===== src/rtl/usbe_pkg.sv =====
// Purpose: shared constants, carriers and code tables of the baud and enable control block
// Assumes: one 50 MHz core clock, synchronous active-high reset
// Notes: decode tables return zero for codes that have no assigned factor
package usbe_pkg;

   // field widths
   localparam int CD_W = 16;
   localparam int ETU_W = 11;
   localparam int FRAC_W = 3;

   // clock source selections
   localparam logic [1:0] SRC_MCK = 2'h0;
   localparam logic [1:0] SRC_DIV = 2'h1;
   localparam logic [1:0] SRC_EXT = 2'h3;

   // prescaler ratio of the divided master clock source
   localparam int MCK_DIV_DEF = 8;

   // last count of the oversampling counter (16 and 8 samples per bit)
   localparam logic [3:0] OVS16_LAST = 4'hf;
   localparam logic [3:0] OVS8_LAST = 4'h7;

   // reset value of the elementary time unit ratio
   localparam logic [ETU_W-1:0] ETU_RATIO_RST = 11'h174;

   // static configuration
   typedef struct packed {
      logic sync_mode;
      logic smartcard_mode;
      logic special_mode;
      logic oversample_8;
      logic [1:0] baud_source_select;
      logic [CD_W-1:0] clock_divisor;
      logic [FRAC_W-1:0] fraction_field;
      logic smartcard_clock_output;
      logic [3:0] rate_adjust_code;
      logic [3:0] clock_factor_code;
   } usbe_cfg_s;

   // one-cycle control commands
   typedef struct packed {
      logic receiver_on_cmd;
      logic receiver_off_cmd;
      logic receiver_reset_cmd;
      logic transmitter_on_cmd;
      logic transmitter_off_cmd;
      logic transmitter_reset_cmd;
   } usbe_cmd_s;

   // rate adjustment code to factor
   function automatic logic [5:0] rate_adjust_value(input logic [3:0] code);
      case (code)
         4'h1: rate_adjust_value = 6'h01;
         4'h2: rate_adjust_value = 6'h02;
         4'h3: rate_adjust_value = 6'h04;
         4'h4: rate_adjust_value = 6'h08;
         4'h5: rate_adjust_value = 6'h10;
         4'h6: rate_adjust_value = 6'h20;
         4'h8: rate_adjust_value = 6'h0c;
         4'h9: rate_adjust_value = 6'h14;
         default: rate_adjust_value = 6'h00;
      endcase
   endfunction : rate_adjust_value

   // clock factor code to division factor
   function automatic logic [11:0] clock_factor_value(input logic [3:0] code);
      case (code)
         4'h0: clock_factor_value = 12'h174;
         4'h1: clock_factor_value = 12'h174;
         4'h2: clock_factor_value = 12'h22e;
         4'h3: clock_factor_value = 12'h2e8;
         4'h4: clock_factor_value = 12'h45c;
         4'h5: clock_factor_value = 12'h5d0;
         4'h6: clock_factor_value = 12'h744;
         4'h9: clock_factor_value = 12'h200;
         4'ha: clock_factor_value = 12'h300;
         4'hb: clock_factor_value = 12'h400;
         4'hc: clock_factor_value = 12'h600;
         4'hd: clock_factor_value = 12'h800;
         default: clock_factor_value = 12'h000;
      endcase
   endfunction : clock_factor_value

endpackage : usbe_pkg


===== src/rtl/usbe_ctrl.sv =====
// Purpose: baud rate generation and receiver/transmitter enable control of a serial port
// Assumes: configuration and commands come from logic on core_clk; serial clock pin is async
// Notes: ticks are one-cycle pulses on core_clk, not real clocks
`timescale 1ns/100ps

module usbe_ctrl #(
   parameter int unsigned MCK_DIV = usbe_pkg::MCK_DIV_DEF
) (
   // clock and reset
   input wire logic core_clk,
   input wire logic reset,
   // configuration and commands
   input wire usbe_pkg::usbe_cfg_s cfg,
   input wire usbe_pkg::usbe_cmd_s cmd,
   input wire logic etu_ratio_wr,
   input wire logic [usbe_pkg::ETU_W-1:0] etu_ratio_wdata,
   // character engine status
   input wire logic rx_char_busy,
   input wire logic tx_char_busy,
   input wire logic tx_holding_full,
   input wire logic tx_timeguard_busy,
   // serial clock pin
   input wire logic sck_in,
   output logic sck_out,
   output logic sck_oe,
   // ticks to the character engines
   output logic sample_tick,
   output logic baud_tick,
   // enable state
   output logic rx_enabled,
   output logic tx_enabled,
   output logic rx_soft_reset,
   output logic tx_soft_reset,
   // ratio and decoded factors
   output logic [usbe_pkg::ETU_W-1:0] etu_sample_ratio,
   output logic [5:0] rate_adjust_value,
   output logic [11:0] clock_factor_value
);

   localparam logic [7:0] PRE_LAST = 8'(MCK_DIV - 1);

   logic [7:0] prescale_q;
   logic sck_meta_q, sck_sync_q, sck_prev_q;
   logic div_tick, ext_edge, src_tick, async_mode, frac_on, div_out, baud_next;
   logic [16:0] div_cnt_q, div_last_w, half_w;
   logic extra_q;
   logic [2:0] frac_acc_q;
   logic sck_hi_q, sck_hi_n_q;
   logic [3:0] ovs_q, ovs_last;
   logic [usbe_pkg::ETU_W-1:0] etu_cnt_q, etu_ratio_q;
   logic sample_q, baud_q;
   logic rx_en_q, rx_stop_q, rx_rst_q;
   logic tx_en_q, tx_stop_q, tx_rst_q, tx_work;
   logic [5:0] adj_q;
   logic [11:0] fac_q;

   // prescaler for the divided master clock source
   always_ff @(posedge core_clk)
   begin
      if (reset || prescale_q == PRE_LAST)
         prescale_q <= 8'h00;
      else
         prescale_q <= prescale_q + 8'h01;
   end
   assign div_tick = (prescale_q == PRE_LAST);

   // two-flop synchroniser and edge detect; pin must be slower than core clock / 4.5
   always_ff @(posedge core_clk)
   begin
      if (reset)
      begin
         sck_meta_q <= 1'b0;
         sck_sync_q <= 1'b0;
         sck_prev_q <= 1'b0;
      end
      else
      begin
         sck_meta_q <= sck_in;
         sck_sync_q <= sck_meta_q;
         sck_prev_q <= sck_sync_q;
      end
   end
   assign ext_edge = sck_sync_q & ~sck_prev_q;

   // source selection; value 2 behaves as the divided master clock
   always_comb
   begin
      case (cfg.baud_source_select)
         usbe_pkg::SRC_MCK: src_tick = 1'b1;
         usbe_pkg::SRC_EXT: src_tick = ext_edge;
         default: src_tick = div_tick;
      endcase
   end

   // normal asynchronous mode is the only place fractional division runs
   assign async_mode = ~cfg.sync_mode & ~cfg.smartcard_mode;
   assign frac_on = async_mode & ~cfg.special_mode & (cfg.fraction_field != 3'h0);

   // main divider: period is divisor source ticks, one more when a fraction carry is due
   assign div_last_w = {1'b0, cfg.clock_divisor} - 17'h1 + {16'h0, extra_q};
   assign div_out = (cfg.clock_divisor != 16'h0) & src_tick & (div_cnt_q >= div_last_w);
   always_ff @(posedge core_clk)
   begin
      if (reset || cfg.clock_divisor == 16'h0)
         div_cnt_q <= 17'h0;
      else if (div_out)
         div_cnt_q <= 17'h0;
      else if (src_tick)
         div_cnt_q <= div_cnt_q + 17'h1;
   end

   // fraction accumulator: each carry stretches the next period by one source tick
   always_ff @(posedge core_clk)
   begin
      if (reset || !frac_on)
      begin
         frac_acc_q <= 3'h0;
         extra_q <= 1'b0;
      end
      else if (div_out)
      begin
         {extra_q, frac_acc_q} <= {1'b0, frac_acc_q} + {1'b0, cfg.fraction_field};
      end
   end

   // serial clock phase: high for the first half of each divider period
   assign half_w = ({1'b0, cfg.clock_divisor} + 17'h1) >> 1;
   always_ff @(posedge core_clk)
   begin
      if (reset)
         sck_hi_q <= 1'b0;
      else
         sck_hi_q <= (div_cnt_q < half_w);
   end

   // half-cycle copy trims an odd high phase by half a clock to reach 50:50, with the master clock as source only
   always_ff @(negedge core_clk)
   begin
      if (reset)
         sck_hi_n_q <= 1'b0;
      else
         sck_hi_n_q <= sck_hi_q;
   end

   // pin drive; a divisor of 1 cannot be shown on the pin at one-cycle resolution
   always_comb
   begin
      if (cfg.clock_divisor[0] && cfg.baud_source_select == usbe_pkg::SRC_MCK)
         sck_out = sck_hi_q & sck_hi_n_q;
      else
         sck_out = sck_hi_q;
      sck_oe = (cfg.sync_mode & ~cfg.smartcard_mode
                & (cfg.baud_source_select != usbe_pkg::SRC_EXT))
               | (cfg.smartcard_mode & cfg.smartcard_clock_output);
   end

   // oversampling counter for asynchronous mode
   assign ovs_last = cfg.oversample_8 ? usbe_pkg::OVS8_LAST : usbe_pkg::OVS16_LAST;
   always_ff @(posedge core_clk)
   begin
      if (reset || !async_mode)
         ovs_q <= 4'h0;
      else if (div_out)
         ovs_q <= (ovs_q >= ovs_last) ? 4'h0 : ovs_q + 4'h1;
   end

   // elementary time unit ratio register
   always_ff @(posedge core_clk)
   begin
      if (reset)
         etu_ratio_q <= usbe_pkg::ETU_RATIO_RST;
      else if (etu_ratio_wr)
         etu_ratio_q <= etu_ratio_wdata;
   end

   // sampling divider on the card clock; a ratio of zero gives no bit clock
   always_ff @(posedge core_clk)
   begin
      if (reset || !cfg.smartcard_mode || etu_ratio_q == 11'h0)
         etu_cnt_q <= 11'h000;
      else if (div_out)
         etu_cnt_q <= (etu_cnt_q >= etu_ratio_q - 11'h1) ? 11'h000 : etu_cnt_q + 11'h1;
   end

   // baud tick per mode
   always_comb
   begin
      if (cfg.smartcard_mode)
         baud_next = div_out & (etu_ratio_q != 11'h0)
                     & (etu_cnt_q >= etu_ratio_q - 11'h1);
      else if (cfg.sync_mode && cfg.baud_source_select == usbe_pkg::SRC_EXT)
         baud_next = ext_edge;
      else if (cfg.sync_mode)
         baud_next = div_out;
      else
         baud_next = div_out & (ovs_q >= ovs_last);
   end

   // registered tick outputs
   always_ff @(posedge core_clk)
   begin
      if (reset)
      begin
         sample_q <= 1'b0;
         baud_q <= 1'b0;
      end
      else
      begin
         sample_q <= (cfg.sync_mode && !cfg.smartcard_mode) ? baud_next : div_out;
         baud_q <= baud_next;
      end
   end

   // receiver enable: reset command beats disable, disable beats enable
   always_ff @(posedge core_clk)
   begin
      if (reset)
      begin
         rx_en_q <= 1'b0;
         rx_stop_q <= 1'b0;
         rx_rst_q <= 1'b0;
      end
      else
      begin
         rx_rst_q <= cmd.receiver_reset_cmd;
         if (cmd.receiver_reset_cmd)
         begin
            rx_en_q <= 1'b0;
            rx_stop_q <= 1'b0;
         end
         else if (cmd.receiver_off_cmd)
            rx_stop_q <= rx_en_q;
         else if (cmd.receiver_on_cmd)
         begin
            rx_en_q <= 1'b1;
            rx_stop_q <= 1'b0;
         end
         else if (rx_stop_q && !rx_char_busy)
         begin
            rx_en_q <= 1'b0;
            rx_stop_q <= 1'b0;
         end
      end
   end

   // transmitter is busy until both characters and any timeguard are done
   assign tx_work = tx_char_busy | tx_holding_full | tx_timeguard_busy;

   // transmitter enable, same priority as the receiver
   always_ff @(posedge core_clk)
   begin
      if (reset)
      begin
         tx_en_q <= 1'b0;
         tx_stop_q <= 1'b0;
         tx_rst_q <= 1'b0;
      end
      else
      begin
         tx_rst_q <= cmd.transmitter_reset_cmd;
         if (cmd.transmitter_reset_cmd)
         begin
            tx_en_q <= 1'b0;
            tx_stop_q <= 1'b0;
         end
         else if (cmd.transmitter_off_cmd)
            tx_stop_q <= tx_en_q;
         else if (cmd.transmitter_on_cmd)
         begin
            tx_en_q <= 1'b1;
            tx_stop_q <= 1'b0;
         end
         else if (tx_stop_q && !tx_work)
         begin
            tx_en_q <= 1'b0;
            tx_stop_q <= 1'b0;
         end
      end
   end

   // decoded smart-card factors, registered for the data outputs
   always_ff @(posedge core_clk)
   begin
      if (reset)
      begin
         adj_q <= 6'h00;
         fac_q <= 12'h000;
      end
      else
      begin
         adj_q <= usbe_pkg::rate_adjust_value(cfg.rate_adjust_code);
         fac_q <= usbe_pkg::clock_factor_value(cfg.clock_factor_code);
      end
   end

   // outputs
   assign sample_tick = sample_q;
   assign baud_tick = baud_q;
   assign rx_enabled = rx_en_q;
   assign tx_enabled = tx_en_q;
   assign rx_soft_reset = rx_rst_q;
   assign tx_soft_reset = tx_rst_q;
   assign etu_sample_ratio = etu_ratio_q;
   assign rate_adjust_value = adj_q;
   assign clock_factor_value = fac_q;

   // checking helpers: measure tick spacing while the setup holds still
   usbe_pkg::usbe_cfg_s cfg_q;
   logic cfg_chg, meas_ok_q, gap_ok_q;
   logic [11:0] tick_cnt_q;
   logic [16:0] gap_q;
   assign cfg_chg = (cfg != cfg_q) | etu_ratio_wr;
   always_ff @(posedge core_clk)
   begin
      cfg_q <= cfg;
      if (reset || cfg_chg)
      begin
         meas_ok_q <= 1'b0;
         gap_ok_q <= 1'b0;
         tick_cnt_q <= 12'h000;
         gap_q <= 17'h0;
      end
      else
      begin
         if (baud_next)
            meas_ok_q <= 1'b1;
         if (div_out)
            gap_ok_q <= 1'b1;
         tick_cnt_q <= baud_next ? 12'h000 : tick_cnt_q + {11'h0, div_out};
         gap_q <= div_out ? 17'h0 : gap_q + 17'h1;
      end
   end
endmodule : usbe_ctrl


===== config.mk =====
export PLATFORM = sky130hd
export DESIGN_NAME = usbe_ctrl
export DESIGN_NICKNAME = d
export VERILOG_FILES = /design/src/rtl/usbe_pkg.sv /design/src/rtl/usbe_ctrl.sv
export SDC_FILE = /design/constraint.sdc
export NUM_CORES = 1
export LEC_CHECK = 0
export ABC_AREA = 1
export BUFFER_PORTS_ARGS = -buffer_cell sky130_fd_sc_hd__buf_2
export CELL_PAD_IN_SITES_DETAIL_PLACEMENT = 1
export CELL_PAD_IN_SITES_GLOBAL_PLACEMENT = 1
export CORE_MARGIN = 1.5
export CORE_UTILIZATION = 44
export DETAILED_ROUTE_END_ITERATION = 8
export PLACE_DENSITY = 0.95
export SLEW_MARGIN = 15
export SYNTH_ARGS = -nofsm -noshare
export SYNTH_HDL_FRONTEND = slang
export SYNTH_SLANG_ARGS = --single-unit

===== constraint.sdc =====
create_clock -name core_clk -period 4.6 [get_ports core_clk]
set_input_delay 0.92 -clock core_clk [delete_from_list [all_inputs] [get_ports core_clk]]
set_output_delay 0.92 -clock core_clk [all_outputs]
set_load 0.02 [all_outputs]

# ---- After elaboration in Yosys (flattened, before gate mapping)
# Memory sizes are Yosys's and may differ from the RTL's. A register that Yosys moved wholly into a read port is not among the register bits.
# Index checks and enable logic that the tools add are counted.
dict set report totals {
  register_bits 80
  rom_bits 272
  inputBits 59
  output_inout_bits 37
  mem_count 2
}
dict set report op_classes {
  add_sub_neg 9
  order_cmp 4
  eq_ne 3
  n_mux 17
  bitwise_logic 22
  n_reduce_logical 31
}
# memory words width read_ports rd_clocked_by_memory_dff wr line
set memory_table {}
lappend memory_table {{(name not given)} 16 11 1 1 0 usbe_pkg.sv:67} ;# case (code)
lappend memory_table {{(name not given)} 16 6 1 1 0 usbe_pkg.sv:52} ;# case (code)
# cell n
set ops {}
lappend ops {{$add 16x1->17 const B} 1}
lappend ops {{$add 17x1->17} 1}
lappend ops {{$add 17x1->17 const B} 1}
lappend ops {{$ge 17x17->1} 1}
lappend ops {{$lt 17x16->1} 1}
lappend ops {{$sub 16x1->17 const B} 1}
lappend ops {{$logic_not 16->1} 1}
lappend ops {{$reduce_bool 16->1} 1}
lappend ops {{$and 1x1->1} 13}
lappend ops {{$mux 1} 13}
lappend ops {{$add 11x1->11 const B} 1}
lappend ops {{$ge 11x11->1} 1}
lappend ops {{$logic_not 11->1} 1}
lappend ops {{$mux 11} 1}
lappend ops {{$reduce_bool 11->1} 1}
lappend ops {{$sub 11x1->11 const B} 1}
lappend ops {{$reduce_bool 3->1} 3}
lappend ops {{$add 8x1->8 const B} 1}
lappend ops {{$eq 8x3->1 const B} 1}
lappend ops {{$mux 4} 2}
lappend ops {{$logic_or 1x1->1} 6}
lappend ops {{$not 1->1} 6}
lappend ops {{$reduce_or 2->1} 3}
lappend ops {{$logic_and 1x1->1} 5}
lappend ops {{11 further kinds} 19}

# ---- Depth between registers and ports, before layout
dict set report logic_depth {
  word_depth 10
  mapped_depth 23
}

==> metrics.txt <==
Critical Path RT 3.68 ns; YS warnings 0; register area 1700 um2; core footprint 12800 um2; Starting Density 0.455; antenna cell count 0; post-cts sizing count 0; Fill cells 1721; total negative slack 0 ns; vias in the first global route 5871; wire length per cell 14.8 um; crit path kind reg -> out; Num CTS Buffers 9; total power 0.00172 W; Max Transition Viols Final 0; worst vdd ir 0.217 mV; GRT overflow 0; Nets 1047; cell-by-cell listing of the critical path nor3_1, nor2_1, buf_2; initial antenna violation count 0; total die area 13900 um2; DP Area 6390 um2; synth cell count leaders 165 x nand2_1, 114 x nor2_1, 110 x inv_1, 85 x dfxtp_1, 64 x ha_1; Top FF cell, synth dfxtp_1; Final HPWL DP 13100 um; outcome completed; Crit. End Element primary output; clk buf depth 2; slowest stage delay, CP 0.29 ns; layer with the highest usage met2; H-tree levels 3; vias after detailed routing 5679; setup violators final 0; synthesis-stage register bit count 85; post-synthesis average cell area 6.97 um2; gpl congestion 0.825; cell count after synthesis 834; Clock Sinks 85; startpoint class of the critical path register; setup repair bufs after CTS 0; Yosys cell types 47; Die Span X 118 um; Area contributors post-synth dfxtp_1 29%, ha_1 14%, nand2_1 11%; EDFF count, synth 0; Worst-Margin Slew 0.521 ns; worst-path fanout max 1; drc violations 0; Hold Fails Final Rpt 0; met2 Use GR 0.431; Non-Filler Instances 1100; CTS tree yes; Seq/Total Area, Yosys 0.293; vias per cell 5.16; later-pin clock latency in the skew report 0.41 ns; Max-Slew Margin vs Limit 0.650; pwr dens 258 nW/um2; drt first pass iters 4; leakage dissipation 3.14 nW; CTS clk-pin slew, worst paths 0.06 ns; clock skew 0.0616 ns; synthesis-to-layout area growth 14.9%; Hold Buf Count CTS 0; Tightest Hold Check Type reg -> reg; Synth Cell Area 5820 um2; Design Area, Final 6680 um2; M3 GR Usage 0.0363; drt total wl 16300 um; ratio of cells with drive above 1 in the final layout 0.141; num rows 41; slowest CP cell dfxtp_1; Worst EP arrival 3.39 ns; global-route wire length before repair 27300 um; pin count of the biggest net entering global routing 28; top-count cell post-synth nand2_1; Die Y 118 um; Total GRT Usage 0.239; Root Buffer Master clkbuf_16; post-layout util 0.523; area of the multi-input gates 3570 um2; post-synth top area cell dfxtp_1; Max-cap violations 0; RSZ-0062 raised after global routing false; number of port buffers 94; DRT antenna net count 0; DP Cell Count 1084; syn_nets 958; IO Pins 96; asr flop ratio synth 0; Synth top area share 0.293; met1 GRT Util 0.289; DR iter-0 viols 229
[kinds of logic after synthesis]
group | Yosys count | share of synthesized area
AO/OA/AOI/OAI | 106 | 0.0957
buffers and inverters | 132 | 0.0944
XOR/XNOR | 49 | 0.0738
adder cells (fa/ha/maj) | 65 | 0.141
other | 1 | 0.000645
flip-flops | 85 | 0.293
AND/OR/NAND/NOR | 396 | 0.302
[per-stage QoR]
| step | hold slack (ns) | worst slack [ns] |
|---|---|---|
| floorplan | 0.388 | 0.686 |
| global placement | 0.399 | 0.703 |
| detailed placement | 0.417 | 0.505 |
| CTS | 0.426 | 0.267 |
| global route | 0.443 | 0.248 |
| finish | 0.422 | 0.292 |
[final timing paths]
check             start         end  slack [ns]  depth (start not counted)
max          sck_hi_n_q     sck_out        0.29                          3
min          sck_meta_q  sck_sync_q        0.42                          2
max reg2reg     extra_q    ovs_q[2]        1.29                         18
min reg2reg  sck_meta_q  sck_sync_q        0.42                          2
[where the power goes]
group,internal [W],switching [W]
combinational,0.0000881,0.000167
clock,0.000396,0.000301
sequential,0.000757,0.0000157
[worst max-delay path: cells and delay by family, from the launching register on]
kind,cells,cell delay [ns]
flip-flops,1,0.29
buffers and inverters,1,0.15
AND/OR/NAND/NOR,2,0.23
[cells in the final DEF, fill, tap and decap left out, types with 3 or more instances in the layout]
cell and instances:
nand4_1 11, nor2_2 3, o21ai_0 33, nand3_1 43, o21ai_1 3, nor4_1 6, ha_1 64, xor2_1 37
nand2_1 165, nor3b_1 7, nor2_1 114, dfxtp_1 85, clkbuf_16 9, inv_1 110, inv_2 3, nor3_1 31
buf_2 94, a21o_1 3, xnor2_1 12, a21oi_1 58
[routing by layer]
metal  wire length (um)  part of all wire  vias to the layer above
li1                   -                 -                     2870
met4                246             0.015                        0
met2               8200              0.50                      109
met3                632             0.039                       15
met1               7240              0.44                     2685
met5                  0                 0                        -
[registers in the layout (all words and copies together), names as in the netlist, 3 cells and up]
name / flops
clock_factor_value: 11
div_cnt_q: 17
etu_cnt_q: 11
etu_sample_ratio: 11
frac_acc_q: 3
ovs_q: 4
prescale_q: 8
rate_adjust_value: 6
[layout make-up]
cell class / instances / area share
sequential: 85 / 0.255
timing repair buffer: 95 / 0.0715
clock inverter: 6 / 0.00580
inverter: 114 / 0.0644
multi-input combinational: 617 / 0.534
tap: 172 / 0.0322
clock buffer: 11 / 0.0378
No activity file was read; power rests on OpenSTA's default activity.
